--- src/logic/oss_pkg.sv ---
// Constants for the output status selector
//----------------------------------------------------------------------
// Behaviour
//----------------------------------------------------------------------
// Behaviour
// - Run code drives terminal on in run mode, off in stop mode.
// - Constant-speed arrival: on only at set frequency, off when stopped or ramping.
// - Over-frequency arrival: on at or above level, even ramping; off otherwise.
// - Overload warning: on while current exceeds threshold, off below it.
// - PID deviation: on while PID error exceeds threshold, off below it.
// - Alarm: on once an alarm occurs, held until cleared.
// - Set-frequency arrival: on when output equals level, ramps included.
// - Torque level: on while estimated torque exceeds level, off below.
// - Undervoltage: on while the drive is undervoltage, off otherwise.
// - Torque limiting: on while the torque limit is acting.
// - Run-time expiry: on once accumulated run time exceeds limit.
// - Power-on expiry: on once accumulated powered time exceeds limit.
// - Thermal warning: on while thermal count exceeds setting.
// - Brake release: on to command brake release, off otherwise.
// - Brake error: on when brake fault detected, off when normal.
// - Two general outputs and the alarm relay each have own option code.
package oss_pkg;
    //------------------------------------------------------------------
    // Sizes
    //------------------------------------------------------------------
    localparam int OSS_NTERM = 3;
    localparam int OSS_AW = 8;
    localparam int OSS_DW = 16;

    //------------------------------------------------------------------
    // Option codes
    //------------------------------------------------------------------
    localparam logic [7:0] OSS_CODE_RUN = 8'h00;
    localparam logic [7:0] OSS_CODE_FA_CONST = 8'h01;
    localparam logic [7:0] OSS_CODE_FA_OVER = 8'h02;
    localparam logic [7:0] OSS_CODE_OVERLOAD = 8'h03;
    localparam logic [7:0] OSS_CODE_PID_DEV = 8'h04;
    localparam logic [7:0] OSS_CODE_ALARM = 8'h05;
    localparam logic [7:0] OSS_CODE_FA_SET = 8'h06;
    localparam logic [7:0] OSS_CODE_TORQUE = 8'h07;
    localparam logic [7:0] OSS_CODE_UNDERVOLT = 8'h09;
    localparam logic [7:0] OSS_CODE_TRQ_LIMIT = 8'h0A;
    localparam logic [7:0] OSS_CODE_RUN_TIME = 8'h0B;
    localparam logic [7:0] OSS_CODE_ON_TIME = 8'h0C;
    localparam logic [7:0] OSS_CODE_THERMAL = 8'h0D;
    localparam logic [7:0] OSS_CODE_BRAKE_REL = 8'h13;
    localparam logic [7:0] OSS_CODE_BRAKE_ERR = 8'h14;

    //------------------------------------------------------------------
    // Register offsets
    //------------------------------------------------------------------
    localparam logic [7:0] OSS_REG_SEL0 = 8'h00;
    localparam logic [7:0] OSS_REG_SEL1 = 8'h04;
    localparam logic [7:0] OSS_REG_SEL2 = 8'h08;
    localparam logic [7:0] OSS_REG_FREQ_LVL = 8'h0C;
    localparam logic [7:0] OSS_REG_OL_THR = 8'h10;
    localparam logic [7:0] OSS_REG_PID_THR = 8'h14;
    localparam logic [7:0] OSS_REG_TRQ_THR = 8'h18;
    localparam logic [7:0] OSS_REG_RUN_LIM = 8'h1C;
    localparam logic [7:0] OSS_REG_ON_LIM = 8'h20;
    localparam logic [7:0] OSS_REG_THM_LIM = 8'h24;
    localparam logic [7:0] OSS_REG_STATE = 8'h28;
    localparam logic [7:0] OSS_REG_IRQ_STAT = 8'h2C;
    localparam logic [7:0] OSS_REG_IRQ_MASK = 8'h30;
    localparam logic [7:0] OSS_REG_RUN_CNT = 8'h34;
    localparam logic [7:0] OSS_REG_ON_CNT = 8'h38;

    //------------------------------------------------------------------
    // Reset values and fields
    //------------------------------------------------------------------
    localparam logic [7:0] OSS_SEL_RST = 8'hFF;
    localparam logic [15:0] OSS_THR_RST = 16'hFFFF;
    localparam logic [3:0] OSS_IRQ_RST = 4'h0;
    localparam int OSS_IRQ_ALARM_BIT = 3;
    localparam int OSS_STATE_FAULT_BIT = 3;
endpackage : oss_pkg

--- src/logic/oss_output_selector.sv ---
// Output status selector: per-terminal condition mux with register port
//
// Decided for this implementation: the address-and-strobe port and the address map.
`timescale 1ns/10ps
module oss_output_selector
    import oss_pkg::*;
(
    input wire logic clk_sys,
    input wire logic rst,
    input wire logic ce,
    // Register port
    input wire logic [OSS_AW-1:0] reg_addr,
    input wire logic [OSS_DW-1:0] reg_wdata,
    input wire logic reg_wr,
    input wire logic reg_rd,
    output logic [OSS_DW-1:0] reg_rdata,
    output logic irq,
    // Drive status
    input wire logic run_mode,
    input wire logic motor_on,
    input wire logic ramping,
    input wire logic [15:0] out_freq,
    input wire logic [15:0] set_freq,
    input wire logic [15:0] out_current,
    input wire logic [15:0] pid_error,
    input wire logic [15:0] torque_est,
    input wire logic [15:0] thermal_count,
    input wire logic alarm_event,
    input wire logic alarm_clear,
    input wire logic low_supply_flag,
    input wire logic torque_clamp_flag,
    input wire logic brake_release_req,
    input wire logic brake_fault_flag,
    input wire logic hour_tick,
    // Terminals: 0 and 1 general, 2 alarm relay
    output logic [OSS_NTERM-1:0] term_out
);

    //------------------------------------------------------------------
    // Configuration registers
    //------------------------------------------------------------------
    logic [7:0] sel_r [OSS_NTERM];
    logic [15:0] freq_lvl_r;
    logic [15:0] ol_thr_r;
    logic [15:0] pid_thr_r;
    logic [15:0] trq_thr_r;
    logic [15:0] run_lim_r;
    logic [15:0] on_lim_r;
    logic [15:0] thm_lim_r;
    logic [3:0] irq_stat_r;
    logic [3:0] irq_mask_r;
    logic [15:0] rdata_r;
    logic irq_r;
    logic fault_flag_r;
    logic [15:0] run_hours_r;
    logic [15:0] on_hours_r;
    logic [OSS_NTERM-1:0] term_r;
    logic [OSS_NTERM-1:0] term_nxt;

    always_ff @(posedge clk_sys or posedge rst) begin
        if (rst) begin
            for (int i = 0; i < OSS_NTERM; i++) begin
                sel_r[i] <= OSS_SEL_RST;
            end
            freq_lvl_r <= OSS_THR_RST;
            ol_thr_r <= OSS_THR_RST;
            pid_thr_r <= OSS_THR_RST;
            trq_thr_r <= OSS_THR_RST;
            run_lim_r <= OSS_THR_RST;
            on_lim_r <= OSS_THR_RST;
            thm_lim_r <= OSS_THR_RST;
            irq_mask_r <= OSS_IRQ_RST;
        end else if (ce && reg_wr) begin
            case (reg_addr)
                OSS_REG_SEL0: sel_r[0] <= reg_wdata[7:0];
                OSS_REG_SEL1: sel_r[1] <= reg_wdata[7:0];
                OSS_REG_SEL2: sel_r[2] <= reg_wdata[7:0];
                OSS_REG_FREQ_LVL: freq_lvl_r <= reg_wdata;
                OSS_REG_OL_THR: ol_thr_r <= reg_wdata;
                OSS_REG_PID_THR: pid_thr_r <= reg_wdata;
                OSS_REG_TRQ_THR: trq_thr_r <= reg_wdata;
                OSS_REG_RUN_LIM: run_lim_r <= reg_wdata;
                OSS_REG_ON_LIM: on_lim_r <= reg_wdata;
                OSS_REG_THM_LIM: thm_lim_r <= reg_wdata;
                OSS_REG_IRQ_MASK: irq_mask_r <= reg_wdata[3:0];
                default: ;
            endcase
        end
    end

    //------------------------------------------------------------------
    // Condition flags
    //------------------------------------------------------------------
    logic speed_reached_flag;
    logic above_setpoint_flag;
    logic at_setpoint_flag;
    logic overcurrent_warn_flag;
    logic pid_error_flag;
    logic torque_window_flag;
    logic run_hours_flag;
    logic uptime_flag;
    logic heat_count_flag;

    assign speed_reached_flag = motor_on && !ramping && (out_freq == set_freq);
    assign above_setpoint_flag = motor_on && (out_freq >= freq_lvl_r);
    assign at_setpoint_flag = motor_on && (out_freq == freq_lvl_r);
    assign overcurrent_warn_flag = out_current > ol_thr_r;
    assign pid_error_flag = pid_error > pid_thr_r;
    assign torque_window_flag = torque_est > trq_thr_r;
    assign run_hours_flag = run_hours_r > run_lim_r;
    assign uptime_flag = on_hours_r > on_lim_r;
    assign heat_count_flag = thermal_count > thm_lim_r;

    // Sticky alarm, a new alarm beats a clear
    always_ff @(posedge clk_sys or posedge rst) begin
        if (rst) begin
            fault_flag_r <= 1'b0;
        end else if (ce) begin
            if (alarm_event) begin
                fault_flag_r <= 1'b1;
            end else if (alarm_clear) begin
                fault_flag_r <= 1'b0;
            end
        end
    end

    // Saturating hour accumulators
    always_ff @(posedge clk_sys or posedge rst) begin
        if (rst) begin
            run_hours_r <= 16'h0000;
            on_hours_r <= 16'h0000;
        end else if (ce && hour_tick) begin
            if (run_mode && run_hours_r != 16'hFFFF) begin
                run_hours_r <= run_hours_r + 16'h0001;
            end
            if (on_hours_r != 16'hFFFF) begin
                on_hours_r <= on_hours_r + 16'h0001;
            end
        end
    end

    //------------------------------------------------------------------
    // Per-terminal selection
    //------------------------------------------------------------------
    generate
        for (genvar t = 0; t < OSS_NTERM; t++) begin : g_term
            always_comb begin
                case (sel_r[t])
                    OSS_CODE_RUN: term_nxt[t] = run_mode;
                    OSS_CODE_FA_CONST: term_nxt[t] = speed_reached_flag;
                    OSS_CODE_FA_OVER: term_nxt[t] = above_setpoint_flag;
                    OSS_CODE_OVERLOAD: term_nxt[t] = overcurrent_warn_flag;
                    OSS_CODE_PID_DEV: term_nxt[t] = pid_error_flag;
                    OSS_CODE_ALARM: term_nxt[t] = fault_flag_r;
                    OSS_CODE_FA_SET: term_nxt[t] = at_setpoint_flag;
                    OSS_CODE_TORQUE: term_nxt[t] = torque_window_flag;
                    OSS_CODE_UNDERVOLT: term_nxt[t] = low_supply_flag;
                    OSS_CODE_TRQ_LIMIT: term_nxt[t] = torque_clamp_flag;
                    OSS_CODE_RUN_TIME: term_nxt[t] = run_hours_flag;
                    OSS_CODE_ON_TIME: term_nxt[t] = uptime_flag;
                    OSS_CODE_THERMAL: term_nxt[t] = heat_count_flag;
                    OSS_CODE_BRAKE_REL: term_nxt[t] = brake_release_req;
                    OSS_CODE_BRAKE_ERR: term_nxt[t] = brake_fault_flag;
                    default: term_nxt[t] = 1'b0;
                endcase
            end
        end
    endgenerate

    always_ff @(posedge clk_sys or posedge rst) begin
        if (rst) begin
            term_r <= '0;
        end else if (ce) begin
            term_r <= term_nxt;
        end
    end

    //------------------------------------------------------------------
    // Interrupts
    //------------------------------------------------------------------
    logic [3:0] irq_set;
    logic [3:0] irq_clr;
    logic [3:0] irq_mask_nxt;

    assign irq_set = {alarm_event, term_nxt & ~term_r};
    assign irq_clr = (reg_wr && reg_addr == OSS_REG_IRQ_STAT) ? reg_wdata[3:0] : 4'h0;
    // Mask written this cycle already gates the new level
    assign irq_mask_nxt = (reg_wr && reg_addr == OSS_REG_IRQ_MASK) ?
        reg_wdata[3:0] : irq_mask_r;

    always_ff @(posedge clk_sys or posedge rst) begin
        if (rst) begin
            irq_stat_r <= OSS_IRQ_RST;
        end else if (ce) begin
            irq_stat_r <= (irq_stat_r & ~irq_clr) | irq_set;
        end
    end

    always_ff @(posedge clk_sys or posedge rst) begin
        if (rst) begin
            irq_r <= 1'b0;
        end else if (ce) begin
            irq_r <= |(((irq_stat_r & ~irq_clr) | irq_set) & irq_mask_nxt);
        end
    end

    //------------------------------------------------------------------
    // Read port
    //------------------------------------------------------------------
    always_ff @(posedge clk_sys or posedge rst) begin
        if (rst) begin
            rdata_r <= 16'h0000;
        end else if (ce) begin
            rdata_r <= 16'h0000;
            if (reg_rd) begin
                case (reg_addr)
                    OSS_REG_SEL0: rdata_r <= {8'h00, sel_r[0]};
                    OSS_REG_SEL1: rdata_r <= {8'h00, sel_r[1]};
                    OSS_REG_SEL2: rdata_r <= {8'h00, sel_r[2]};
                    OSS_REG_FREQ_LVL: rdata_r <= freq_lvl_r;
                    OSS_REG_OL_THR: rdata_r <= ol_thr_r;
                    OSS_REG_PID_THR: rdata_r <= pid_thr_r;
                    OSS_REG_TRQ_THR: rdata_r <= trq_thr_r;
                    OSS_REG_RUN_LIM: rdata_r <= run_lim_r;
                    OSS_REG_ON_LIM: rdata_r <= on_lim_r;
                    OSS_REG_THM_LIM: rdata_r <= thm_lim_r;
                    OSS_REG_STATE: rdata_r <= {12'h000, fault_flag_r, term_r};
                    OSS_REG_IRQ_STAT: rdata_r <= {12'h000, irq_stat_r};
                    OSS_REG_IRQ_MASK: rdata_r <= {12'h000, irq_mask_r};
                    OSS_REG_RUN_CNT: rdata_r <= run_hours_r;
                    OSS_REG_ON_CNT: rdata_r <= on_hours_r;
                    default: rdata_r <= 16'h0000;
                endcase
            end
        end
    end

    assign reg_rdata = rdata_r;
    assign irq = irq_r;
    assign term_out = term_r;
endmodule : oss_output_selector

--- config.mk ---
export PLATFORM = sky130hd
export DESIGN_NAME = oss_output_selector
export DESIGN_NICKNAME = d
export VERILOG_FILES = /design/src/logic/oss_pkg.sv /design/src/logic/oss_output_selector.sv
export SDC_FILE = /design/constraint.sdc
export NUM_CORES = 1
export LEC_CHECK = 0
export BUFFER_PORTS_ARGS = -buffer_cell sky130_fd_sc_hd__buf_2
export CELL_PAD_IN_SITES_DETAIL_PLACEMENT = 1
export CELL_PAD_IN_SITES_GLOBAL_PLACEMENT = 1
export CORE_MARGIN = 5
export CORE_UTILIZATION = 42
export CTS_CLUSTER_SIZE = 30
export DETAILED_ROUTE_END_ITERATION = 8
export GPL_ROUTABILITY_DRIVEN = 0
export PLACE_DENSITY_LB_ADDON = 0.1
export SLEW_MARGIN = 40
export SYNTH_ARGS = -nofsm -noshare
export SYNTH_HDL_FRONTEND = slang
export SYNTH_SLANG_ARGS = --single-unit
--- constraint.sdc ---
create_clock -name clk_sys -period 5.03 [get_ports clk_sys]
set_input_delay 0.2515 -clock clk_sys [delete_from_list [all_inputs] [get_ports clk_sys]]
set_output_delay 0.2515 -clock clk_sys [all_outputs]
set_load 0.005 [all_outputs]
After elaboration in Yosys (flattened, before gate mapping)
Cells that the tools add are included.
W data, S select, Z words.
- register bits: 197
- input bits: 135
- output and inout port bits: 20
- word-level logic and storage cells: 132
- $add $sub $neg: 2
- order comparisons: 7
- eq/ne operators: 60
- muxes and demuxes: 9
- bitwise gates (word level): 6
- reductions and logical operators: 30
- operators by type and width (operator ; count):
    $pmux W16 S15 ; 1
    $eq A8 B4 Y1 const B ; 17
    $eq A8 B3 Y1 const B ; 13
    $gt A16 B16 Y1 ; 6
    $eq A8 B5 Y1 const B ; 10
    $eq A8 B6 Y1 const B ; 7
    $eq A8 B2 Y1 const B ; 6
    $pmux W1 S15 ; 3
    $add A16 B1 Y16 const B ; 2
    $eq A16 B16 Y1 ; 2
    $logic_not A8 Y1 ; 4
    $ne A16 B16 Y1 const B ; 2
    $reduce_and A2 Y1 ; 14
    $eq A8 B1 Y1 const B ; 3
    $ge A16 B16 Y1 ; 1
    $mux W16 ; 1
    $logic_and A1 B1 Y1 ; 9
    $and A4 B4 Y4 ; 2
    $mux W4 ; 2
    $not A4 Y4 ; 1
    $or A4 B4 Y4 ; 1
    $reduce_or A4 Y1 ; 1
    $and A3 B3 Y3 ; 1
    $not A3 Y3 ; 1
    other kinds (3) ; 4

Depth between registers and ports, before layout
Gate-level depths: netlist of the first run.
- depth in word-level cells: 8
- depth in mapped cells: 11
- depth with buffers taken out: 11

Least setup slack after synthesis of the first run
Ideal clock, no wire load.
- path type: reg-to-reg
- start point: reg trq_thr_r[13]
- end point: reg irq_r, in the netlist irq
- library setup time: 0.140 ns
- arrival time: 2.639 ns
- required time: 4.890 ns
- path slack: 2.250 ns
- stages on the path, launching flop included: 12
- buffers on the path: 0
- clock period less this slack: 2.780 ns
- path through: dfstp_2 > inv_1 > ha_1 > a211oi_2 > o22ai_1 > a31o_1 > or4_4 > a22oi_2 > o211ai_1 > o31a_1 > o31ai_1 > o311ai_1
- longest elaborated chain between the ends: 6
- elaborated cells between the ends (all ways): 8
- those cells by class: 1 x order compare; 3 x mux; 3 x bitwise; 1 x reduce/logical
- RTL lines (item ; RTL line ; source):
    from (decl) ; oss_output_selector.sv:46 ; logic [15:0] trq_thr_r;
    from (signal assigned) ; oss_output_selector.sv:81 ; OSS_REG_TRQ_THR: trq_thr_r <= reg_wdata;
    $gt A16 B16 Y1 * ; oss_output_selector.sv:109 ; assign torque_window_flag = torque_est > trq_thr_r;
    $pmux W1 S15 ; oss_output_selector.sv:148 ; case (sel_r[t])
    $and A3 B3 Y3 * ; oss_output_selector.sv:185 ; assign irq_set = {alarm_event, term_nxt & ~term_r};
    $or A4 B4 Y4 * ; oss_output_selector.sv:203 ; irq_r <= |(((irq_stat_r & ~irq_clr) | irq_set) & irq_mask_nxt);
    $and A4 B4 Y4 * ; oss_output_selector.sv:203 ;
    $reduce_or A4 Y1 * ; oss_output_selector.sv:203 ;
    to (signal assigned) ; oss_output_selector.sv:203 ;
    to (decl) ; oss_output_selector.sv:53 ; logic irq_r;
Every way passes the cells marked *; elsewhere a longest branch is shown, timed or not.
A chain may end at the register's enable or synchronous reset.

Final worst setup path of the first run
- start point: reg ol_thr_r[13]
- end point: reg irq_r, in the netlist irq
- longest elaborated chain between the ends: 6
- elaborated cells between the ends (all ways): 8
- those cells by class: 1 x order compare; 3 x mux; 3 x bitwise; 1 x reduce/logical
- RTL lines (item ; RTL line ; source):
    from (decl) ; oss_output_selector.sv:44 ; logic [15:0] ol_thr_r;
    from (signal assigned) ; oss_output_selector.sv:79 ; OSS_REG_OL_THR: ol_thr_r <= reg_wdata;
    $gt A16 B16 Y1 * ; oss_output_selector.sv:107 ; assign overcurrent_warn_flag = out_current > ol_thr_r;
    $pmux W1 S15 ; oss_output_selector.sv:148 ;
    $and A3 B3 Y3 * ; oss_output_selector.sv:185 ;
    $or A4 B4 Y4 * ; oss_output_selector.sv:203 ;
    $and A4 B4 Y4 * ; oss_output_selector.sv:203 ;
    $reduce_or A4 Y1 * ; oss_output_selector.sv:203 ;
Marked as above.

==> results of run 1 <==
cell families (layout without fill, tap and decap cells):
| group | after synthesis | after routing | share of synthesized area [%] |
|---|---|---|---|
| simple gates | 328 | 328 | 13.5 |
| mux | 135 | 135 | 11.9 |
| compound gates | 261 | 261 | 14.7 |
| xor+xnor | 46 | 46 | 3.18 |
| fa+ha+maj | 114 | 114 | 11.3 |
| buf+inv | 170 | 324 | 5.20 |
| flops | 197 | 197 | 40.3 |
worst paths after layout:
kind                                    from            end
worst max-delay path            ol_thr_r[13]            irq
worst min-delay path             alarm_event   fault_flag_r
worst max register to register  ol_thr_r[13]            irq
worst min register to register  reg_rdata[7]   reg_rdata[7]
max in group asynchronous                rst   thm_lim_r[4]
min in group asynchronous                rst  reg_rdata[14]
layer usage:
layer  part of all wire (%)  track usage (%)
met5                      0                0
met4                    3.7             9.80
met3                    5.3             4.71
met2                     47             42.9
met1                     44             35.3
area by class of cell:
type | count | area, um2 | share of cell area [%]
Sequential cell | 197 | 5100 | 35.1
Tap cell | 390 | 488 | 3.36
Timing Repair Buffer | 168 | 931 | 6.40
Inverter | 124 | 469 | 3.23
Clock buffer | 18 | 439 | 3.02
Multi-Input combinational cell | 884 | 6930 | 47.7
Clock inverter | 14 | 181 | 1.25
where the power goes:
| part | switching [mW] | internal, mW |
|---|---|---|
| logic | 0.339 | 0.255 |
| clock network | 0.732 | 0.736 |
| registers | 0.129 | 1.69 |
| total | 1.20 | 2.68 |
layout by cell type (no fill, tap or decap), types with 27 or more instances in the layout:
master	Yosys	layout
a21oi_1	45	45
buf_2	10	154
dfrtp_1	61	61
dfstp_2	136	136
ha_1	114	114
inv_1	123	121
mux2_2	116	116
nand2_1	98	96
nand3_1	27	27
nand4_1	43	43
nor2_1	50	47
o21ai_0	45	45
xnor2_1	40	40
stage by stage:
step	setup WS (ns)	cell area, um2
final	1.61	14500
after global placement	1.40	13800
after CTS	1.69	14500
after floorplan	2.25	12700
after detailed placement	1.72	13900
after global routing	1.33	14500
sequential cells by signal, summed over array words and instances, names as in the netlist:
name          flops
sel_r            24
freq_lvl_r       16
ol_thr_r         16
on_hours_r       16
on_lim_r         16
pid_thr_r        16
reg_rdata        16
run_hours_r      16
run_lim_r        16
thm_lim_r        16
trq_thr_r        16
irq_mask_r        4
irq_stat_r        4
term_out          3
fault_flag_r      1
irq               1
what timing repair did:
| item | CTS | global route |
|---|---|---|
| hold buffers | 1 | 0 |
| hold endpoints to repair | 9 | 0 |
| setup endpoints to repair | 0 | 0 |
==> results.toml, run 1 <==
[floorplan]
pin_count = 155
die_x_um = 184
die-area_um2 = 33700
start_util_pct = 42.6
die_h_um = 184
std_cell_rows = 63
core_area_um2 = 29700

[pwr]
leakage_nw = 6.28
vdd.ir_drop.worst_mv = 0.261
power.density_nw_per_um2 = 267
power.total_mw = 3.88

[global_route]
grt_max_degree = 66
antenna_found_initial = 0
track_usage_pct = 26.4
grt_overflow = 0
grt_pass1_vias = 11435
grt_pass1_wl_um = 67600

[critical_path]
arrival_ns = 3.73
critPathBufInv = 1
reg2regPathDepth = 11
crit_fanout = 4
r2r_slack_ns = 1.61
cp_num_cells = 11
path_delay_family = "simple AND/OR/NAND/NOR gates"
cpPeakStageDelay_ns = 0.83
start_kind = "flip-flop"
cp-end-kind = "flip-flop"
critPathKind = "flip-flop to flip-flop"
required_ns = 5.34
worst_path_max_delay_cell = "nor4_1"
crit_chain = "inv_1, ha_1, nand4_1, nor4_1, and2_1, a21oi_1, a41o_1, a211oi_1, o2111ai_1, a22oi_1, o311ai_1"

[yosys]
ys.flop_type = "dfstp_2"
netlist_area_um2 = 12700
yosys_warnings = 0
syn_inst = 1251
syn_nets = 1500
ys_seq_area_share_pct = 40.3
synth.most_common_cell = "dfstp_2"
synth_top_area_share_pct = 28.2
syn_avg_cell_area_um2 = 10.1
yosysTopAreaCell = "dfstp_2"
async_flop_share_pct = 100
ys_top_cells_by_count = "136 x dfstp_2, 123 x inv_1, 116 x mux2_2"
synth_cell_types = 77
synth-edff-count = 0
synth_seq_cells = 197
netlist_top_cells_area = "dfstp_2 28%, dfrtp_1 12%, ha_1 11%"

[drt]
wirelength_um = 44800
drt_iter0_drc = 755
drt-pass1-iter-count = 6
vias = 10768
drc = 0
vias_per_cell = 6.00
avgRoutedWirePerCell_um = 24.9
ant_nets = 0

[timing]
holdWs_ns = 0.0801
fmax_mhz = 292
rsz0062_at_grt = "no"
slew_violations = 0
setup_viol = 0
worst_slew_pin_slew_ns = 0.910
period_needed_ns = 3.42
slew_headroom_pct = 38.8
fin_skew_ns = 0.0171
hold_viol = 0
fin_crit_sh_pct = 68.0
setup_tns_ns = 0

[finish]
drive_above_1_share_pct = 33.7
area_growth_pct = 14.9
layout.nets = 1641
layoutNonFillerInstCount = 1795
antenna_cells = 0
postLayoutCoreUtil_pct = 48.9
fillers = 3379

[placement]
place_hpwl_um = 34900
portBuffers = 154
placed_cells = 1762

[clock_network]
ctsResizeCount = 0
clk_path_buf_depth = 2
root_buffer = "clkbuf_16"
cts_max_level = 4
worstSkewPairLatency_ns = 0.46
clk_pin_slew_worst_paths_ns = 0.08
cts_buffers = 17
cts_setup_buffers = 0
cts_tree = "done"
clock_sinks = 197

[outcome]
status = "finished clean"

[flow_run]
maxCapViolations = 0

[hold_path]
hold_depth = 2
hp-class = "primary input to flip-flop"
No activity file was read; power rests on OpenSTA's default activity.
==> run 2: changes to the inputs <==
--- a/config.mk
+++ b/config.mk
@@ -9,7 +9,7 @@
 export CELL_PAD_IN_SITES_DETAIL_PLACEMENT = 1
 export CELL_PAD_IN_SITES_GLOBAL_PLACEMENT = 1
 export CORE_MARGIN = 5
-export CORE_UTILIZATION = 42
+export CORE_UTILIZATION = 45
 export CTS_CLUSTER_SIZE = 30
 export DETAILED_ROUTE_END_ITERATION = 8
 export GPL_ROUTABILITY_DRIVEN = 0
==> constraint.sdc (replaced) <==
create_clock -name clk_sys -period 3.2 [get_ports clk_sys]
set_input_delay 0.16 -clock clk_sys [delete_from_list [all_inputs] [get_ports clk_sys]]
set_output_delay 0.16 -clock clk_sys [all_outputs]
set_load 0.005 [all_outputs]
==> run 2 against run 1 <==
Against the previous run: sequential power is 53% higher; flip-flop and latch count stayed put; clock skew hardly changed; register-to-register slack worse by 1.6 ns; combinational power is 100% higher; critical path depth stayed put; non-clock buffer count is 53 higher; die area is 6.3% lower; critical path type unchanged; design area is 3.9% higher.
==> results.toml, run 2 (synthesis results as in run 1) <==
[outcome]
status = "finished clean"

[critical_path]
regToRegStartpoint = "thm_lim_r[13]"
crit_chain = "inv_1, ha_1, nand4_1, nor2_1, a221o_1, a211o_1, a32oi_2, o2111a_2, a311oi_2, o31ai_1, o311ai_1"
crit_fanout = 3
critPathKind = "flip-flop to flip-flop"
critPathBufInv = 1
reg2regPathDepth = 11
r2r_slack_ns = 0.06
cpPeakStageDelay_ns = 0.55
arrival_ns = 3.45
required_ns = 3.51
worst_path_max_delay_cell = "dfstp_2"
reg2reg_to = "irq"
crit_start = "thm_lim_r[13]"
start_kind = "flip-flop"
path_delay_family = "compound AO/OA/AOI/OAI gates"
cp-end-kind = "flip-flop"

[placement]
place_hpwl_um = 35100
place_ws_ns = -0.147
portBuffers = 154

[finish]
regArea_um2 = 5100
area_growth_pct = 19.3
antenna_cells = 0
largest_register = "sel_r"
final_cell_mix = "154 x buf_2, 136 x dfstp_2, 121 x inv_1"
multi_input_area_um2 = 7130
largest_reg_flops = 24
fillers = 3160
final_common_cell = "buf_2"
layout.nets = 1694
drive_above_1_share_pct = 37.6

[drt]
drt-pass1-iter-count = 5
vias = 10939
ant_nets = 0
avgRoutedWirePerCell_um = 24.7
vias_per_cell = 5.96
drt_iter0_drc = 842
wirelength_um = 45300
drc = 0

[timing]
fmax_mhz = 318
slew_violations = 0
holdWs_ns = 0.0124
period_needed_ns = 3.14
worst_slew_pin_slew_ns = 0.843
setup_ws_ns = 0.0557
hold_viol = 0
setup_tns_ns = 0
fin_skew_ns = 0.0169
setup_viol = 0
fin_crit_sh_pct = 98.3
slew_headroom_pct = 43.7

[clock_network]
clk_pin_slew_worst_paths_ns = 0.08
worstSkewPairLatency_ns = 0.46
cts_buffers = 17
cts_max_level = 4
clock_sinks = 197
root_buffer = "clkbuf_16"
cts_tree = "done"
clk_path_buf_depth = 2

[global_route]
grt_overflow = 0
antenna_found_initial = 0
grt_pass1_wl_um = 67700
grt_pass1_vias = 11351
track_usage_pct = 28.5
grt_max_degree = 60

[pwr]
power.density_nw_per_um2 = 409
pwr-share-comb_pct = 19.2
vdd.ir_drop.worst_mv = 0.376
clockPowerShare_pct = 35.8
p_sw_mw = 1.96
power.total_mw = 6.18
power.internal_mw = 4.23
switching_share_pct = 31.6
seqPwrFrac_pct = 45.0
leakage_nw = 6.56

[hold_path]
hold_depth = 3
min_from = "reg_wdata[13]"
hp-class = "primary input to flip-flop"
hold_end = "on_lim_r[13]"

[floorplan]
std_cell_rows = 61
core_area_um2 = 27800
die_h_um = 178
die-area_um2 = 31600
pin_count = 155
die_x_um = 178
start_util_pct = 45.6

[flow_run]
maxCapViolations = 0
## run 2: changes by cell type in the layout (fill, tap and decap cells not counted), moves of 3 or more
cell and change:
a21oi_1 -7, a21oi_2 +7, buf_4 +49, clkinv_4 -3, dlygate4sd3_1 +3, ha_1 -8, ha_4 +8, inv_6 +5
## run 2: stage by stage
| step | instance area, um2 | cells | utilization [%] |
|---|---|---|---|
| 3_5_place_dp | 14200 | 1795 | 51.1 |
| 2_1_floorplan | 12700 | 1251 | - |
| 3_3_place_gp | 14200 | 1794 | 51.0 |
| 6_report | 15100 | 1836 | 54.4 |
| 5_1_grt | 15100 | 1836 | 54.4 |
| 4_1_cts | 14900 | 1831 | 53.6 |
## run 2: tightest hold or removal path, cell delays in order
cell	delay (ns)
buf_2	0.17
nand2_1	0.07
o21ai_0	0.07
## run 2: worst max path at each step
stage                to  slack, ns  cells past startpoint
finish              irq       0.06                     11
global route        irq      -0.05                     11
CTS                 irq       0.01                     10
detailed placement  irq      -0.15                     11
global placement    irq       0.04                     11
floorplan           irq       0.42                     11
## run 2: final cells by class
class | instances | area share, %
Timing Repair Buffer | 221 | 8.88
Clock buffer | 17 | 2.82
Inverter | 124 | 3.11
Clock inverter | 15 | 1.11
Tap cell | 378 | 3.13
Multi-Input combinational cell | 884 | 47.2
Sequential cell | 197 | 33.8
## run 2: what timing repair did
item,in CTS,in global routing
gates resized for setup,8,26
hold buffers,4,0
hold endpoints to repair,13,0
endpoints found under the setup margin,2,3
buffers inserted,0,5
pin swaps,2,21
## run 2: power by group through the flow
stage	Sequential (mW)	Clock, mW	Combinational [mW]
global placement	2.81	0	1.08
floorplan	2.81	0	0.585
global route	2.80	2.35	1.31
finish	2.79	2.21	1.19
CTS	2.78	2.25	1.15
detailed placement	2.82	0	1.12
## run 2: per-layer routing
metal	vias to the layer above	global-route usage (%)	part of all wire, %
met2	328	46.4	48
li1	4994	-	-
met4	0	12.5	4.1
met5	-	0	0
met1	5539	37.9	43
met3	78	4.26	4.8
==> run 3: changes to the inputs <==
--- a/config.mk
+++ b/config.mk
@@ -8,8 +8,8 @@
 export BUFFER_PORTS_ARGS = -buffer_cell sky130_fd_sc_hd__buf_2
 export CELL_PAD_IN_SITES_DETAIL_PLACEMENT = 1
 export CELL_PAD_IN_SITES_GLOBAL_PLACEMENT = 1
-export CORE_MARGIN = 5
-export CORE_UTILIZATION = 45
+export CORE_MARGIN = 4
+export CORE_UTILIZATION = 24
 export CTS_CLUSTER_SIZE = 30
 export DETAILED_ROUTE_END_ITERATION = 8
 export GPL_ROUTABILITY_DRIVEN = 0
==> run 3 against run 2 <==
Against the previous run: clock power rose by 3%; highest routed layer unchanged; count of clock-buffer cells in the layout did not move; flip-flop and latch count unchanged; die area up 79%; sequential power is essentially flat.
==> results.toml, run 3 (synthesis results as in run 1) <==
[placement]
place_hpwl_um = 42300
portBuffers = 154
place_ws_ns = -0.246
placed_cells = 2165

[clock_network]
clk_pin_slew_worst_paths_ns = 0.08
clk_path_buf_depth = 2
cts_max_level = 4
clock_sinks = 197
root_buffer = "clkbuf_16"
cts_tree = "done"
worstSkewPairLatency_ns = 0.47
cts_buffers = 17

[critical_path]
cpPeakStageDelay_ns = 0.55
start_kind = "flip-flop"
crit_chain = "inv_1, ha_1, a21oi_1, o21ai_1, a221o_1, a211o_4, a32oi_2, o2111a_2, a311oi_2, o31ai_1, o311ai_1"
critPathKind = "flip-flop to flip-flop"
required_ns = 3.52
arrival_ns = 3.43
crit_fanout = 3
path_delay_family = "compound AO/OA/AOI/OAI gates"
cp-end-kind = "flip-flop"
worst_path_max_delay_cell = "dfstp_2"
critPathBufInv = 1

[global_route]
grt_pass1_wl_um = 77100
antenna_found_initial = 2
track_usage_pct = 18.3
grt_overflow = 0
grt_pass1_vias = 11752
grt_max_degree = 42

[floorplan]
die-area_um2 = 56500
die_h_um = 238
core_area_um2 = 51700
start_util_pct = 24.5
pin_count = 155
std_cell_rows = 83
die_x_um = 238

[timing]
setup_tns_ns = 0
fmax_mhz = 322
setup_viol = 0
fin_crit_sh_pct = 97.2
period_needed_ns = 3.11
setup_ws_ns = 0.0904
hold_viol = 0
slew_headroom_pct = 47.7
rsz0062_at_grt = "yes"
fin_skew_ns = 0.0171
slew_violations = 0
worst_slew_pin_slew_ns = 0.783

[flow_run]
maxCapViolations = 0

[drt]
drt_iter0_drc = 627
drc = 0
drt-pass1-iter-count = 5
vias = 10926
vias_per_cell = 4.96
wirelength_um = 52400
ant_nets = 0
avgRoutedWirePerCell_um = 23.8

[pwr]
p_sw_mw = 2.00
seqPwrFrac_pct = 43.7
vdd.ir_drop.worst_mv = 0.302
power.total_mw = 6.35
switching_share_pct = 31.4
power.density_nw_per_um2 = 396
clockPowerShare_pct = 35.7
leakage_nw = 6.90
power.internal_mw = 4.36
pwr-share-comb_pct = 20.6

[outcome]
status = "finished clean"

[finish]
final_common_cell = "buf_2"
final_cell_mix = "154 x buf_2, 136 x dfstp_2, 124 x buf_4"
largest_reg_flops = 24
layoutNonFillerInstCount = 2204
layout.nets = 1758
drive_above_1_share_pct = 40.8
area_growth_pct = 26.8
largest_register = "sel_r"

[hold_path]
hp-class = "primary input to flip-flop"
-- run 3: cell count changes in the layout (fill, tap and decap cells not counted), moves of 3 or more --
cell | previous run | this run
ha_1 | 106 | 103
clkinv_4 | 1 | 4
buf_4 | 59 | 124
ha_4 | 8 | 11
clkinv_8 | 3 | 0
-- run 3: per-layer routing --
layer	vias to the layer above	global-route usage (%)	routed length (um)
li1	5132	-	-
met1	5540	24.8	24400
met2	203	30.5	25100
met3	51	2.81	1610
met4	0	5.20	1220
met5	-	0	0
-- run 3: repair_timing --
action,CTS,global route
endpoints found under the setup margin,3,5
pin swaps,10,21
hold buffers,3,0
resized for setup,10,38
hold endpoints to repair,10,0
setup buffers,0,4
-- run 3: path summary, 6_finish.rpt --
kind / start / to / slack [ns] / cells past startpoint
worst max-delay path: thm_lim_r[7] / irq / 0.09 / 11
worst min-delay path: reg_wdata[12] / on_lim_r[12] / 0.01 / 3
worst max register to register: thm_lim_r[7] / irq / 0.09 / 11
worst min register to register: reg_rdata[4] / reg_rdata[4] / 0.49 / 1
max in group asynchronous: rst / on_lim_r[13] / 2.16 / 5
min in group asynchronous: rst / freq_lvl_r[11] / 0.53 / 3
-- run 3: final cells by class --
| cell class | instances | area [um2] |
|---|---|---|
| diodes | 2 | 5.00 |
| repair buffers | 285 | 1810 |
| inverters | 124 | 469 |
| multi-input cells | 884 | 7230 |
| fillers | 5887 | 35700 |
| clock buffers | 17 | 425 |
| flip-flops and latches | 197 | 5100 |
| well taps | 680 | 851 |
| clock inverters | 15 | 159 |
-- run 3: metrics by stage --
step                      utilization [%]  hold slack (ns)  area (um2)
after floorplan                         -            0.267       12700
final                                31.0           0.0147       16100
after CTS                            30.4          0.00405       15700
after global routing                 31.0           0.0220       16000
after detailed placement             29.2            0.449       15100
after global placement               29.1            0.411       15100
-- run 3: power by group through the flow --
stage          clock [mW]  sequential (mW)  combinational, mW
6_report             2.27             2.78               1.31
5_1_grt              2.46             2.79               1.45
4_1_cts              2.34             2.78               1.27
3_5_place_dp            0             2.82               1.27
3_3_place_gp            0             2.82               1.24
2_1_floorplan           0             2.81              0.585
-- run 3: worst min-delay path: stages --
cell	delay, ns
buf_2	0.17
nand2_1	0.07
o21ai_0	0.07
